[src/reload_pwm_timer_consts.svh]
`ifndef RELOAD_PWM_TIMER_CONSTS_SVH
`define RELOAD_PWM_TIMER_CONSTS_SVH

// ------------------------------------------------------------------
// register byte offsets
// ------------------------------------------------------------------
`define OFS_TIMER_CONTROL_STATUS 8'h00
`define OFS_COUNTER_ACCESS 8'h04
`define OFS_RELOAD_VALUE 8'h08
`define OFS_PWM_CHANNEL_CONTROL 8'h0c
`define OFS_DUTY_BUFFER0 8'h10
`define OFS_CAPTURE_CONTROL_STATUS 8'h20
`define OFS_CAPTURE_VALUE1 8'h24
`define OFS_CAPTURE_VALUE2 8'h28

// ------------------------------------------------------------------
// timer_control_status fields
// ------------------------------------------------------------------
`define POS_EXTERNAL_CLOCK_SELECT 7
`define POS_TAP_SELECT_HI 6
`define POS_TAP_SELECT_LO 4
`define POS_COUNT_ENABLE 3
`define POS_FORCE_RELOAD 2
`define POS_WRAP_IRQ_ENABLE 1
`define POS_WRAP_FLAG 0

// ------------------------------------------------------------------
// capture_control_status fields (channel 1 in the lower bit)
// ------------------------------------------------------------------
`define POS_CAPTURE_EDGE_SELECT 4
`define POS_CAPTURE_IRQ_ENABLE 2
`define POS_CAPTURE_FLAG 0

// ------------------------------------------------------------------
// pwm_channel_control fields
// ------------------------------------------------------------------
`define POS_PWM_PIN_ENABLE 4
`define POS_OUTPUT_POLARITY 0

// ------------------------------------------------------------------
// reset values and counts
// ------------------------------------------------------------------
`define RST_BYTE 8'h00
`define RST_PRESCALER 7'h00
`define COUNTER_TOP 8'hff
`define PRESCALER_FULL 7'h7f

`endif

[src/reload_pwm_timer_pkg.sv]
package reload_pwm_timer_pkg;

    typedef logic [7:0] byte_t;
    typedef logic [6:0] presc_t;

endpackage

[src/capture_channel.sv]
`timescale 1ns/1ps
`include "reload_pwm_timer_consts.svh"

module capture_channel (
    input wire logic clock,
    input wire logic rst,
    input wire logic capture_input_pin,
    input wire logic capture_edge_select,
    input wire logic halt_mode,
    input wire reload_pwm_timer_pkg::byte_t count_value,
    input wire logic flag_clear,
    output logic capture_flag,
    output reload_pwm_timer_pkg::byte_t capture_value,
    output logic wake_pulse
);

    logic sync1_r;
    logic sync2_r;
    logic sync3_r;
    logic raw_prev_r;
    logic sync_edge;
    logic raw_edge;

    // ------------------------------------------------------------------
    // synchroniser and edge detection
    // ------------------------------------------------------------------
    always_ff @(posedge clock or posedge rst) begin
        if (rst) begin
            sync1_r <= 1'b0;
            sync2_r <= 1'b0;
            sync3_r <= 1'b0;
            raw_prev_r <= 1'b0;
        end else begin
            sync1_r <= capture_input_pin;
            sync2_r <= sync1_r;
            sync3_r <= sync2_r;
            raw_prev_r <= capture_input_pin;
        end
    end

    assign sync_edge = capture_edge_select ? (sync2_r & ~sync3_r) :
                       (~sync2_r & sync3_r);
    // halt wake path looks at the pin itself, no synchroniser delay
    assign raw_edge = capture_edge_select ?
                      (capture_input_pin & ~raw_prev_r) :
                      (~capture_input_pin & raw_prev_r);

    // ------------------------------------------------------------------
    // capture latch and flag
    // ------------------------------------------------------------------
    always_ff @(posedge clock or posedge rst) begin
        if (rst) begin
            capture_flag <= 1'b0;
            capture_value <= `RST_BYTE;
        end else begin
            // an edge while the flag is set is dropped; the clearing read wins
            if (sync_edge && !halt_mode && !capture_flag) begin
                capture_flag <= 1'b1;
                capture_value <= count_value;
            end else if (flag_clear) begin
                capture_flag <= 1'b0;
            end
        end
    end

    always_ff @(posedge clock or posedge rst) begin
        if (rst) begin
            wake_pulse <= 1'b0;
        end else begin
            wake_pulse <= halt_mode & raw_edge;
        end
    end

endmodule // capture_channel

[src/reload_pwm_timer.sv]
`timescale 1ns/1ps
`include "reload_pwm_timer_consts.svh"

// How it works
// - 8-bit counter steps on each prescaler tick
// - overflow reloads counter, prescaler left alone
// - counter readable and writable while running
// - tap select n divides source by 2^n
// - source is cpu clock or external input
// - count enable clear freezes prescaler and counter
// - reset clears counter, prescaler, selects cpu
// - counter initialisation also clears the prescaler
// - compare shadows load from duty at overflow
// - pin enable drives pwm pin push-pull
// - pwm period is 256 minus reload counts
// - overflow sets inverse of polarity, compare restores polarity level
// - resolution one step in 256 minus reload
// - pwm generation stops during halt
// - overflow sets sticky flag, enabled interrupt
// - external events counted until overflow flag
// - selected capture edge latches counter, sets flag
// - captured channel blocked until value read
// - capture input synchronised over two edges
// - halt blocks latching, pin edge still wakes
// - polarity clear: high at or below compare
// - status read clears overflow flag
// - force reload reads zero, loads reload value
module reload_pwm_timer #(
    parameter int ADDR_WIDTH = 8,
    parameter int NUM_PWM = 4,
    parameter int NUM_CAPTURE = 2
) (
    input wire logic clock,
    input wire logic rst,
    input wire logic psel,
    input wire logic penable,
    input wire logic pwrite,
    input wire logic [ADDR_WIDTH-1:0] paddr,
    input wire logic [31:0] pwdata,
    output logic [31:0] prdata,
    output logic pready,
    output logic pslverr,
    input wire logic external_count_clock,
    input wire logic halt_mode,
    input wire logic [NUM_CAPTURE-1:0] capture_input_pin,
    output logic [NUM_PWM-1:0] pwm_output_pin,
    output logic [NUM_PWM-1:0] pwm_pin_enable,
    output logic wrap_irq,
    output logic [NUM_CAPTURE-1:0] capture_irq
);

    // ------------------------------------------------------------------
    // declarations
    // ------------------------------------------------------------------
    logic external_clock_select_r;
    logic [2:0] prescale_tap_select_r;
    logic count_enable_bit_r;
    logic wrap_irq_enable_r;
    logic wrap_flag_r;
    reload_pwm_timer_pkg::byte_t reload_value_r;
    reload_pwm_timer_pkg::byte_t count_r;
    reload_pwm_timer_pkg::presc_t presc_r;
    logic [NUM_PWM-1:0] pwm_enable_r;
    logic [NUM_PWM-1:0] polarity_r;
    reload_pwm_timer_pkg::byte_t duty_buffer_r [NUM_PWM];
    reload_pwm_timer_pkg::byte_t compare_shadow_r [NUM_PWM];
    logic [NUM_CAPTURE-1:0] capture_edge_select_r;
    logic [NUM_CAPTURE-1:0] capture_irq_enable_r;
    logic [NUM_CAPTURE-1:0] capture_flag;
    logic [NUM_CAPTURE-1:0] capture_clear;
    logic [NUM_CAPTURE-1:0] wake_pulse;
    reload_pwm_timer_pkg::byte_t capture_value [NUM_CAPTURE];
    logic ext_prev_r;
    logic ext_rise;
    logic src_tick;
    logic running;
    reload_pwm_timer_pkg::presc_t tap_mask;
    logic count_tick;
    logic overflow;
    logic setup;
    logic wr_acc;
    logic rd_acc;
    logic addr_hit;
    reload_pwm_timer_pkg::byte_t rd_value;
    logic car_write;
    logic force_reload;

    // ------------------------------------------------------------------
    // apb slave
    // ------------------------------------------------------------------
    assign setup = psel & ~penable;
    assign wr_acc = psel & penable & pready & pwrite;
    assign rd_acc = psel & penable & pready & ~pwrite;

    always_comb begin
        addr_hit = 1'b1;
        rd_value = `RST_BYTE;
        if (paddr == `OFS_TIMER_CONTROL_STATUS) begin
            rd_value = {external_clock_select_r, prescale_tap_select_r,
                        count_enable_bit_r, 1'b0,
                        wrap_irq_enable_r, wrap_flag_r};
        end else if (paddr == `OFS_COUNTER_ACCESS) begin
            rd_value = count_r;
        end else if (paddr == `OFS_RELOAD_VALUE) begin
            rd_value = reload_value_r;
        end else if (paddr == `OFS_PWM_CHANNEL_CONTROL) begin
            rd_value = {pwm_enable_r, polarity_r};
        end else if (paddr == `OFS_DUTY_BUFFER0) begin
            rd_value = duty_buffer_r[0];
        end else if (paddr == `OFS_DUTY_BUFFER0 + 8'h04) begin
            rd_value = duty_buffer_r[1];
        end else if (paddr == `OFS_DUTY_BUFFER0 + 8'h08) begin
            rd_value = duty_buffer_r[2];
        end else if (paddr == `OFS_DUTY_BUFFER0 + 8'h0c) begin
            rd_value = duty_buffer_r[3];
        end else if (paddr == `OFS_CAPTURE_CONTROL_STATUS) begin
            rd_value = {2'b00, capture_edge_select_r,
                        capture_irq_enable_r, capture_flag};
        end else if (paddr == `OFS_CAPTURE_VALUE1) begin
            rd_value = capture_value[0];
        end else if (paddr == `OFS_CAPTURE_VALUE2) begin
            rd_value = capture_value[1];
        end else begin
            addr_hit = 1'b0;
        end
    end

    // read data is frozen in setup so side effects match what was seen
    always_ff @(posedge clock or posedge rst) begin
        if (rst) begin
            pready <= 1'b0;
            pslverr <= 1'b0;
            prdata <= 32'h0000_0000;
        end else begin
            pready <= setup;
            pslverr <= setup & ~addr_hit;
            if (setup) begin
                prdata <= {24'h00_0000, rd_value};
            end
        end
    end

    assign car_write = wr_acc && paddr == `OFS_COUNTER_ACCESS;
    assign force_reload = wr_acc && paddr == `OFS_TIMER_CONTROL_STATUS &&
                          pwdata[`POS_FORCE_RELOAD];
    assign capture_clear[0] = rd_acc && paddr == `OFS_CAPTURE_VALUE1;
    assign capture_clear[1] = rd_acc && paddr == `OFS_CAPTURE_VALUE2;

    // ------------------------------------------------------------------
    // software registers
    // ------------------------------------------------------------------
    always_ff @(posedge clock or posedge rst) begin
        if (rst) begin
            external_clock_select_r <= 1'b0;
            prescale_tap_select_r <= 3'h0;
            count_enable_bit_r <= 1'b0;
            wrap_irq_enable_r <= 1'b0;
            reload_value_r <= `RST_BYTE;
            pwm_enable_r <= '0;
            polarity_r <= '0;
            capture_edge_select_r <= '0;
            capture_irq_enable_r <= '0;
            for (int i = 0; i < NUM_PWM; i++) begin
                duty_buffer_r[i] <= `RST_BYTE;
            end
        end else if (wr_acc) begin
            if (paddr == `OFS_TIMER_CONTROL_STATUS) begin
                external_clock_select_r <=
                    pwdata[`POS_EXTERNAL_CLOCK_SELECT];
                prescale_tap_select_r <=
                    pwdata[`POS_TAP_SELECT_HI:`POS_TAP_SELECT_LO];
                count_enable_bit_r <= pwdata[`POS_COUNT_ENABLE];
                wrap_irq_enable_r <= pwdata[`POS_WRAP_IRQ_ENABLE];
            end else if (paddr == `OFS_RELOAD_VALUE) begin
                reload_value_r <= pwdata[7:0];
            end else if (paddr == `OFS_PWM_CHANNEL_CONTROL) begin
                pwm_enable_r <= pwdata[`POS_PWM_PIN_ENABLE +: NUM_PWM];
                polarity_r <= pwdata[`POS_OUTPUT_POLARITY +: NUM_PWM];
            end else if (paddr >= `OFS_DUTY_BUFFER0 &&
                         paddr < `OFS_CAPTURE_CONTROL_STATUS &&
                         paddr[1:0] == 2'b00) begin
                duty_buffer_r[paddr[3:2]] <= pwdata[7:0];
            end else if (paddr == `OFS_CAPTURE_CONTROL_STATUS) begin
                capture_edge_select_r <=
                    pwdata[`POS_CAPTURE_EDGE_SELECT +: NUM_CAPTURE];
                capture_irq_enable_r <=
                    pwdata[`POS_CAPTURE_IRQ_ENABLE +: NUM_CAPTURE];
            end
        end
    end

    // ------------------------------------------------------------------
    // clock source and prescaler
    // ------------------------------------------------------------------
    always_ff @(posedge clock or posedge rst) begin
        if (rst) begin
            ext_prev_r <= 1'b0;
        end else begin
            ext_prev_r <= external_count_clock;
        end
    end

    assign ext_rise = external_count_clock & ~ext_prev_r;
    // external input is unusable in halt; it is ignored there
    assign src_tick = external_clock_select_r ? ext_rise : 1'b1;
    assign running = count_enable_bit_r & ~halt_mode & src_tick;
    assign tap_mask = `PRESCALER_FULL >> (3'd7 - prescale_tap_select_r);
    assign count_tick = running && (presc_r & tap_mask) == tap_mask;
    assign overflow = count_tick && count_r == `COUNTER_TOP;

    always_ff @(posedge clock or posedge rst) begin
        if (rst) begin
            presc_r <= `RST_PRESCALER;
        end else if (car_write || force_reload) begin
            presc_r <= `RST_PRESCALER;
        end else if (running) begin
            presc_r <= presc_r + 7'h01;
        end
    end

    // ------------------------------------------------------------------
    // counter
    // ------------------------------------------------------------------
    always_ff @(posedge clock or posedge rst) begin
        if (rst) begin
            count_r <= `RST_BYTE;
        end else if (car_write) begin
            count_r <= pwdata[7:0];
        end else if (force_reload) begin
            count_r <= reload_value_r;
        end else if (overflow) begin
            count_r <= reload_value_r;
        end else if (count_tick) begin
            count_r <= count_r + 8'h01;
        end
    end

    // ------------------------------------------------------------------
    // overflow flag
    // ------------------------------------------------------------------
    always_ff @(posedge clock or posedge rst) begin
        if (rst) begin
            wrap_flag_r <= 1'b0;
        end else if (overflow) begin
            wrap_flag_r <= 1'b1;
        end else if (rd_acc && paddr == `OFS_TIMER_CONTROL_STATUS &&
                     prdata[`POS_WRAP_FLAG]) begin
            wrap_flag_r <= 1'b0;
        end
    end

    // ------------------------------------------------------------------
    // compare shadows and pwm pins
    // ------------------------------------------------------------------
    always_ff @(posedge clock or posedge rst) begin
        if (rst) begin
            for (int i = 0; i < NUM_PWM; i++) begin
                compare_shadow_r[i] <= `RST_BYTE;
            end
        end else if (overflow) begin
            for (int i = 0; i < NUM_PWM; i++) begin
                compare_shadow_r[i] <= duty_buffer_r[i];
            end
        end
    end

    // levels hold in halt; duty below reload is left to software
    always_ff @(posedge clock or posedge rst) begin
        if (rst) begin
            pwm_output_pin <= '0;
            pwm_pin_enable <= '0;
        end else if (!halt_mode) begin
            pwm_pin_enable <= pwm_enable_r;
            for (int i = 0; i < NUM_PWM; i++) begin
                pwm_output_pin[i] <= pwm_enable_r[i] &
                    ((count_r <= compare_shadow_r[i]) ^
                     polarity_r[i]);
            end
        end
    end

    // ------------------------------------------------------------------
    // capture channels
    // ------------------------------------------------------------------
    generate
        for (genvar c = 0; c < NUM_CAPTURE; c++) begin : g_cap
            capture_channel u_capture (
                .clock(clock),
                .rst(rst),
                .capture_input_pin(capture_input_pin[c]),
                .capture_edge_select(capture_edge_select_r[c]),
                .halt_mode(halt_mode),
                .count_value(count_r),
                .flag_clear(capture_clear[c]),
                .capture_flag(capture_flag[c]),
                .capture_value(capture_value[c]),
                .wake_pulse(wake_pulse[c])
            );
        end
    endgenerate

    // ------------------------------------------------------------------
    // interrupt requests
    // ------------------------------------------------------------------
    always_ff @(posedge clock or posedge rst) begin
        if (rst) begin
            wrap_irq <= 1'b0;
            capture_irq <= '0;
        end else begin
            wrap_irq <= wrap_flag_r & wrap_irq_enable_r;
            capture_irq <= (capture_flag | wake_pulse) &
                           capture_irq_enable_r;
        end
    end

    // ------------------------------------------------------------------
    // checks
    // ------------------------------------------------------------------
    AST_STEP: assert property (@(posedge clock) disable iff (rst)
        count_tick && !overflow && !car_write && !force_reload
        |=> count_r == $past(count_r) + 8'h01)
        else $error("counter did not step by one");

    AST_RELOAD: assert property (@(posedge clock) disable iff (rst)
        overflow && !car_write && !force_reload
        |=> count_r == $past(reload_value_r) &&
            presc_r == $past(presc_r) + 7'h01)
        else $error("overflow reload wrong");

    AST_FREEZE: assert property (@(posedge clock) disable iff (rst)
        !count_enable_bit_r && !car_write && !force_reload
        |=> $stable(count_r) && $stable(presc_r))
        else $error("counter moved while disabled");

    AST_PRESC_CLR: assert property (@(posedge clock) disable iff (rst)
        car_write || force_reload |=> presc_r == 7'h00)
        else $error("prescaler not cleared on init");

    AST_SHADOW: assert property (@(posedge clock) disable iff (rst)
        overflow |=> compare_shadow_r[0] == $past(duty_buffer_r[0]))
        else $error("compare shadow not loaded");

    AST_FLAG: assert property (@(posedge clock) disable iff (rst)
        overflow |=> wrap_flag_r ##1 (wrap_irq == $past(wrap_irq_enable_r)))
        else $error("overflow flag or interrupt missing");

    AST_FORCE_RELOAD_BIT_ZERO: assert property (@(posedge clock) disable iff (rst)
        pready && !pwrite && paddr == `OFS_TIMER_CONTROL_STATUS
        |-> !prdata[`POS_FORCE_RELOAD])
        else $error("force reload bit read as one");

    AST_CAP_HOLD: assert property (@(posedge clock) disable iff (rst)
        capture_flag[0] && !capture_clear[0]
        |=> capture_flag[0] && $stable(capture_value[0]))
        else $error("capture overwritten while flagged");

    AST_PWM_LVL: assert property (@(posedge clock) disable iff (rst)
        !halt_mode && pwm_enable_r[0] && !polarity_r[0]
        |=> pwm_output_pin[0] ==
            ($past(count_r) <= $past(compare_shadow_r[0])))
        else $error("pwm level does not follow compare");

    AST_HALT_PWM: assert property (@(posedge clock) disable iff (rst)
        halt_mode |=> $stable(pwm_output_pin))
        else $error("pwm changed during halt");

endmodule // reload_pwm_timer

[config.mk]
export PLATFORM = sky130hd
export DESIGN_NAME = reload_pwm_timer
export DESIGN_NICKNAME = d
export VERILOG_FILES = /design/src/reload_pwm_timer_pkg.sv /design/src/capture_channel.sv /design/src/reload_pwm_timer.sv
export VERILOG_INCLUDE_DIRS = /design/src
export SDC_FILE = /design/constraint.sdc
export NUM_CORES = 1
export LEC_CHECK = 0
export BUFFER_PORTS_ARGS = -buffer_cell sky130_fd_sc_hd__buf_2
export CAP_MARGIN = 10
export CORE_ASPECT_RATIO = 0.6
export CORE_UTILIZATION = 54
export CTS_CLUSTER_SIZE = 12
export DETAILED_ROUTE_END_ITERATION = 10
export GPL_ROUTABILITY_DRIVEN = 1
export HOLD_SLACK_MARGIN = 0.05
export PLACE_DENSITY_LB_ADDON = 0.05
export RECOVER_POWER = 100
export SLEW_MARGIN = 20
export SYNTH_ARGS = -nofsm -noshare
export SYNTH_HDL_FRONTEND = slang
export SYNTH_SLANG_ARGS = --single-unit
[constraint.sdc]
create_clock -name clock -period 5.6 [get_ports clock]
set_clock_uncertainty 0.15 [all_clocks]
set_input_delay 0.56 -clock clock [delete_from_list [all_inputs] [get_ports clock]]
set_output_delay 0.56 -clock clock [all_outputs]
set_load 0.02 [all_outputs]
==> results.md, run 1 <==
- Status: finished with violations
- Failing checks: max-capacitance violations, max-slew violations
- Iter 0 DRT Violations: 605
- Placed cell areas: 0.00832 mm²
- MaxCap Viol Count: 1
- Area of the multi-input gates: 0.00376 mm²
- Vias: 6,375
- Placer Congestion: 0.902
- Wire per inst: 21.6 µm
- CP max-delay cell: and4_1
- DRT antenna net count: 0
- WP data required: 5.75 ns
- CTS Root Cell: clkbuf_16
- Worst skew pair latency: 0.42 ns
- Setup Buffers After CTS: 0
- Die area: 0.0154 mm²
- Area share of the largest cell type after synthesis: around 48%
- CP max stage delay: 1.42 ns
- Pwr/cell area: 281 mW/mm²
- DRT Pass-1 Iters: 5
- Die X: between 150 and 200 µm
- CP bufs+invs: 2
- FP Rows: 34
- Fillcell total: around 1,300
- Via density: 6.09
- Initial antenna violation count: 0
- Global-route usage over all layers: 31.2%
- Inserted Clock Buffers: 17
- Max-slew violation count: 54
- Worst Max-Slew Pin Slew: about 1.8 ns
- CP Launch Type: register
- Largest delay share family, worst path: simple AND/OR/NAND/NOR gates
- CP Capture Type: register
- Global-route wire length before repair: roughly 36,000 µm
- Switching Share: between 20% and 30%
- N_diodes: 0
- Drt total wl: between 20,000 and 25,000 µm
- Max Clk Rate: approximately 250 MHz
- CTS resizes: 0
- Mapped cell area: 0.00806 mm²
- Clock transition at path regs: 0.07 ns
- Area grow syn2layout: 9.61%
- EDFF count, synth: 0
- Placed insts: between 1,000 and 1,500
- DRC errors left: 0
- Hold Vio Cnt, Final: 0
- Worst path cell trace: clkbuf_1, ha_1, nand4_1, nor2_1, and4_1, clkbuf_1, o21ai_0
- Nets: 918
- CP arrival: 4.12 ns
- Distinct cells, synth: 55
- Post-Route Utilization: 60.7%
- # H-tree levels: 4
- Ys Warns: 0
- Port Buf Inserts: 45
- Clock Path Buffers: 2
- Post-Syn Instances: roughly 800
- TritonCTS sink count: between 150 and 200
- Hold-fix buffers, CTS: 0
- Main flop type after synthesis: dfrtp_1
- RSZ-0062 raised after global routing: false
- Most common cell after layout, fill and taps aside: dfrtp_1
- Number of global-route vias before repair: 6,063
- Design area: about 0.0088 mm²
- #FFs+latches synth: 154
- Layout cells sized above 1: 16.5%
- Leakage: 4.36 nW
- Final period util: 70.9%
- Internal: 1.82 mW
- Seq/Total Area, Yosys: 47.8%
- Sum of negative setup slack: 0 ns
- Type of the tightest min-delay check: input pin to register
- Hpwl dp: ~16,000 µm
- CTS tree: yes
- Core outline area: roughly 0.015 mm²
- Largest net degree at the start of global routing: about 100
- Register Area: 0.00385 mm²
- Worst slew margin: -18.9%
- Critical path class: register to register
- Synth top area cells: dfrtp_1 (48%), mux2_2 (10%), ha_1 (5.3%)
- Minimum clock period: 3.97 ns
- Sequential share of power: 46.8%
- Initial core utilization: 55.4%
- Height of the die: 96.7 µm
- Async S/R FF share, synth: 100%
- Most common cell on crit path: clkbuf_1
- Syn avg cell area: 10.0 µm²
- VDD IR max: 0.178 mV
- Comb pwr share: 7.4%
- Cell taking the most area after synthesis: dfrtp_1
- Num ports: between 90 and 100
- Clock Power Share: 45.8%
- Sw Pwr: 0.659 mW
- Most frequent cells in the layout: dfrtp_1 (154), nand2_1 (98), mux2_2 (73), o21ai_0 (64), nor2_1 (48)
- Post-Layout Cell Count: 1,046
- Gr ovfl total: 0
- Max FO, Critical Path: 53
- Final setup viols: 0
[power groups by stage]
| stage | sequential (mW) | clock [mW] | combinational, mW |
|---|---|---|---|
| after floorplan | 1.18 | 0 | 0.127 |
| after global placement | 1.18 | 0 | 0.181 |
| after detailed placement | 1.18 | 0 | 0.186 |
| after CTS | 1.16 | 1.15 | 0.187 |
| after global routing | 1.16 | 1.20 | 0.202 |
| final | 1.16 | 1.13 | 0.184 |
[state kept, by name, summed over array words and instances (netlist names), 3 cells and up]
| name | count |
|---|---|
| prescale_tap_select_r | 3 |
| count_r | 8 |
| reload_value_r | 8 |
| pwm_pin_enable | 4 |
| presc_r | 7 |
| g_cap.u_capture.capture_value | 16 |
| pwm_enable_r | 4 |
| duty_buffer_r | 32 |
| polarity_r | 4 |
| pwm_output_pin | 4 |
| prdata | 8 |
| compare_shadow_r | 32 |
[per-layer routing]
| layer | track usage (%) | up-vias | wire length [µm] |
|---|---|---|---|
| met2 | 44.6 | 271 | 9480 |
| met5 | 0 | - | 0 |
| met3 | 5.96 | 35 | 1680 |
| met4 | 7.77 | 0 | 367 |
| li1 | - | 2852 | - |
| met1 | 48.3 | 3217 | 11000 |
[cell type report]
type	count	area share, %
Timing Repair Buffer	53	2.69
Sequential cell	154	43.6
Clock buffer	19	5.01
Multi-Input combinational cell	567	42.5
Inverter	42	1.84
Clock inverter	13	1.50
Tap cell	198	2.80
[worst reg2reg max path: cells and delay by family (launching register included)]
kind            cells  cell delay [ns]
flops               1             0.32
compound gates      1             0.14
buf+inv             2             1.09
fa+ha+maj           1             0.42
simple gates        3             1.73
[logic make-up (layout without fill, tap and decap cells)]
group | Yosys count | count (layout) | share of synthesized area [%]
multiplexers | 81 | 81 | 11.3
buffers and inverters | 105 | 127 | 6.44
AND/OR/NAND/NOR | 228 | 228 | 13.2
AO/OA/AOI/OAI | 184 | 184 | 14.2
flip-flops | 154 | 154 | 47.8
XOR/XNOR | 16 | 16 | 1.74
adder cells (fa/ha/maj) | 34 | 34 | 5.28
other | 1 | 24 | 0.0465
[final timing paths]
| path | end | start | slack, ns | cells past startpoint |
|---|---|---|---|---|
| worst max register to register | compare_shadow_r[2] | count_r[1] | 1.63 | 7 |
| worst min-delay path | ext_prev_r | external_count_clock | 0.13 | 1 |
| max in group asynchronous | reload_value_r[6] | rst | 3.84 | 3 |
| min in group asynchronous | duty_buffer_r[9] | rst | 0.20 | 2 |
| worst max-delay path | compare_shadow_r[2] | count_r[1] | 1.63 | 7 |
| worst min register to register | g_cap[1].u_capture.sync2_r | g_cap[1].u_capture.sync1_r | 0.25 | 0 |
[cell usage after synthesis, types with 7 or more instances]
| master | n |
|---|---|
| a21o_1 | 12 |
| a21oi_1 | 33 |
| a31oi_1 | 15 |
| and3_1 | 8 |
| buf_2 | 9 |
| buf_4 | 24 |
| clkbuf_1 | 25 |
| dfrtp_1 | 154 |
| ha_1 | 34 |
| inv_1 | 41 |
| mux2_2 | 73 |
| mux2i_1 | 7 |
| nand2_1 | 98 |
| nand2b_1 | 9 |
| nand3_1 | 19 |
| nand4_1 | 11 |
| nor2_1 | 48 |
| nor2b_1 | 7 |
| nor3_1 | 7 |
| o21ai_0 | 64 |
| o22ai_1 | 13 |
| o31ai_1 | 10 |
| xor2_1 | 11 |
[metrics by stage]
step | hold slack [ns] | total power, mW | worst slack (ns)
floorplan | 0.219 | 1.31 | 0.740
CTS | 0.118 | 2.49 | 2.83
global placement | 0.224 | 1.36 | 2.49
finish | 0.131 | 2.48 | 1.63
global route | 0.123 | 2.56 | 1.37
detailed placement | 0.238 | 1.37 | 2.47
No activity file was read; power rests on OpenSTA's default activity.
==> run 2: changes to the inputs <==
- CORE_UTILIZATION: 54 -> 53
- clock period: 5.6 -> 3.5 ns (I/O delays scaled with it)
==> run 2 against run 1 <==
The flow still finishes with violations (max-capacitance violations, max-slew violations). Combinational power is 63% higher. Final cell count increased by 1.1%. Register-to-register slack got worse by 0.97 ns. Sequential power increased by 60%. Clock-buffer cell count unchanged. Flip-flop and latch count unchanged. Wire length up 2.6%. Sequential share of layout area shrank 0.36 points. Global-route usage increased by 0.11 points. Largest power group unchanged. Highest routed layer unchanged.
==> results.md, run 2 (synthesis results as in run 1) <==
- Status: finished with violations (unchanged)
- Failing checks: max-capacitance violations, max-slew violations (unchanged)
- CP max stage delay: 0.62 ns (was 1.42 ns)
- Worst slew margin: -43.1% (was -18.9%)
- # H-tree levels: 4 (unchanged)
- Initial core utilization: 54.9% (was 55.4%)
- Largest registers: compare_shadow_r x32, duty_buffer_r x32, g_cap.u_capture.capture_value x16 (unchanged)
- Max-slew violation count: 155 (was 54)
- Setup ws final: 0.517 ns (was 1.63 ns)
- Number of global-route vias before repair: 6,090 (was 6,063)
- VDD IR max: 0.311 mV (was 0.178 mV)
- Drt total wl: 23,200 µm (was 22,600 µm)
- Nets: 930 (was 918)
- Grt met3 use: 7.26% (was 5.96%)
- Initial antenna violation count: 1 (was 0)
- Worst skew pair latency: 0.43 ns (was 0.42 ns)
- Pwr Total: 3.92 mW (was 2.48 mW)
- CP max-delay cell: a31o_1 (was and4_1)
- Final period util: 85.2%
- Inserted Clock Buffers: 17 (unchanged)
- Wire per inst: 21.9 µm (was 21.6 µm)
- Crit Reg-Reg Endpoint: compare_shadow_r[10] (was compare_shadow_r[2])
- RSZ-0062 raised after global routing: false (unchanged)
- Fillcell total: 1,259 (was 1,265)
- Max FO, Critical Path: 17 (was 53)
- Iter 0 DRT Violations: 595 (was 605)
- DRT Pass-1 Iters: 5 (unchanged)
- Via density: 5.98 (was 6.09)
- Reg2Reg Setup Slack: 0.66 ns (was 1.63 ns)
- Max Clk Rate: 335 MHz
- Leakage: 4.40 nW (was 4.36 nW)
- Vias: 6,331 (was 6,375)
- Clock Power Share: 44.9% (was 45.8%)
- CP arrival: 3.17 ns (was 4.12 ns)
- MaxCap Viol Count: 1 (unchanged)
- Worst setup path endpoint: count_r[6] (was compare_shadow_r[2])
- Placer Congestion: 0.953 (was 0.902)
- Die X: 161 µm (was 160 µm)
- Worst Max-Slew Pin Slew: 2.15 ns (was 1.78 ns)
- Clock Path Buffers: 2 (unchanged)
- Crit Reg-Reg Startpoint: count_r[4] (was count_r[1])
- CTS tree: yes (unchanged)
- CP startpoint: paddr[4] (was count_r[1])
- CTS Root Cell: clkbuf_16 (unchanged)
- Comb pwr share: 7.7% (was 7.4%)
- Type of the tightest min-delay check: input pin to register (unchanged)
- Critical path class: input pin to register (was register to register)
- CP Launch Type: input pin (was register)
- Sequential share of power: 47.5% (was 46.8%)
- DRT antenna net count: 0 (unchanged)
- Most common cell after layout, fill and taps aside: dfrtp_1 (unchanged)
- Area grow syn2layout: 10.5% (was 9.61%)
- Clock transition at path regs: 0.06 ns (was 0.07 ns)
- Hpwl dp: 16,200 µm (was 15,700 µm)
- Area of the multi-input gates: 0.00375 mm² (was 0.00376 mm²)
- Global-route usage over all layers: 31.3% (was 31.2%)
- Port Buf Inserts: 45 (unchanged)
- Worst path cell trace: clkbuf_1, or3_2, or3_1, nor3_4, a31o_1, o22ai_1, a31oi_1 (was clkbuf_1, ha_1, nand4_1, nor2_1, and4_1, clkbuf_1, o21ai_0)
- Register Area: 0.00385 mm² (unchanged)
- Core outline area: 0.0147 mm² (was 0.0145 mm²)
- Routing usage on met2: 43.8% (was 44.6%)
- Worst slack, placed: 0.810 ns (was 2.47 ns)
- TritonCTS sink count: 154 (unchanged)
- Sum of negative setup slack: 0 ns (unchanged)
- FP Rows: 34 (unchanged)
- Most frequent cells in the layout: dfrtp_1 (154), nand2_1 (98), mux2_2 (73), o21ai_0 (64), nor2_1 (48) (unchanged)
- Global-route wire length before repair: 36,100 µm (was 35,800 µm)
- Die area: 0.0157 mm² (was 0.0154 mm²)
- Sw Pwr: 1.07 mW (was 0.659 mW)
- Num ports: 94 (unchanged)
- CP Capture Type: register (unchanged)
- N_diodes: 0 (unchanged)
- Hold Vio Cnt, Final: 0 (unchanged)
- Gr ovfl total: 0 (unchanged)
- Internal: 2.85 mW (was 1.82 mW)
- Largest net degree at the start of global routing: 155 (was 104)
- DRC errors left: 0 (unchanged)
- Height of the die: 97.5 µm (was 96.7 µm)
- Switching Share: 27.4% (was 26.6%)
- M1 GR Usage: 48.4% (was 48.3%)
- Final setup viols: 0 (unchanged)
- Layout cells sized above 1: 17.4% (was 16.5%)
- Pwr/cell area: 440 mW/mm² (was 281 mW/mm²)
- WP data required: 3.69 ns (was 5.75 ns)
- Worst reg2reg path depth: 6 (was 7)
- Final hold slack: 0.183 ns (was 0.131 ns)
- Minimum clock period: ~3.0 ns
- GR peak layer: met1 (unchanged)
- CTS resizes: 0 (unchanged)
-- run 2: cell type report --
type                       count  area share [%]
sequential                   154            43.2
multi-input combinational    567            42.1
clock buffer                  19            4.97
timing repair buffer          65            3.82
tap                          198            2.78
inverter                      42            1.81
clock inverter                13            1.25
-- run 2: worst min path at each step --
| stage | start | endpoint | slack (ns) | cells past startpoint |
|---|---|---|---|---|
| final | pwrite | wrap_flag_r | 0.18 | 4 |
| after global placement | g_cap[1].u_capture.sync1_r | g_cap[1].u_capture.sync2_r | 0.23 | 0 |
| after floorplan | g_cap[0].u_capture.sync1_r | g_cap[0].u_capture.sync2_r | 0.22 | 0 |
| after detailed placement | g_cap[1].u_capture.sync1_r | g_cap[1].u_capture.sync2_r | 0.23 | 0 |
| after global routing | pwrite | wrap_flag_r | 0.18 | 4 |
| after CTS | rst | compare_shadow_r[10] | 0.06 | 3 |
-- run 2: layer usage --
| layer | share of wire, % | wire (µm) |
|---|---|---|
| met3 | 8.5 | 1960 |
| met5 | 0 | 0 |
| met1 | 49 | 11300 |
| met4 | 1.2 | 288 |
| met2 | 41 | 9560 |
-- run 2: through the flow --
| step | util (%) | cells | cell area (µm²) |
|---|---|---|---|
| global route | 60.7 | 1058 | 8910 |
| floorplan | - | 826 | 8150 |
| global placement | 57.3 | 1023 | 8410 |
| CTS | 61.3 | 1058 | 8990 |
| detailed placement | 57.3 | 1023 | 8410 |
| finish | 60.7 | 1058 | 8910 |
-- run 2: power by group through the flow --
stage | combinational, mW | clock (mW) | sequential, mW
2_1_floorplan | 0.203 | 0 | 1.89
3_3_place_gp | 0.293 | 0 | 1.89
3_5_place_dp | 0.301 | 0 | 1.89
4_1_cts | 0.306 | 1.77 | 1.86
5_1_grt | 0.327 | 1.85 | 1.86
6_report | 0.300 | 1.76 | 1.86
-- run 2: repair_timing --
action	4_1_cts	5_1_grt
buffers inserted	0	0
hold buffers	3	0
hold endpoints to repair	3	0
-- run 2: critical path, delay by kind of cell --
| kind | cells | cell delay, ns |
|---|---|---|
| buf+inv | 1 | 0.31 |
| simple gates | 3 | 1.48 |
| compound gates | 3 | 1.01 |
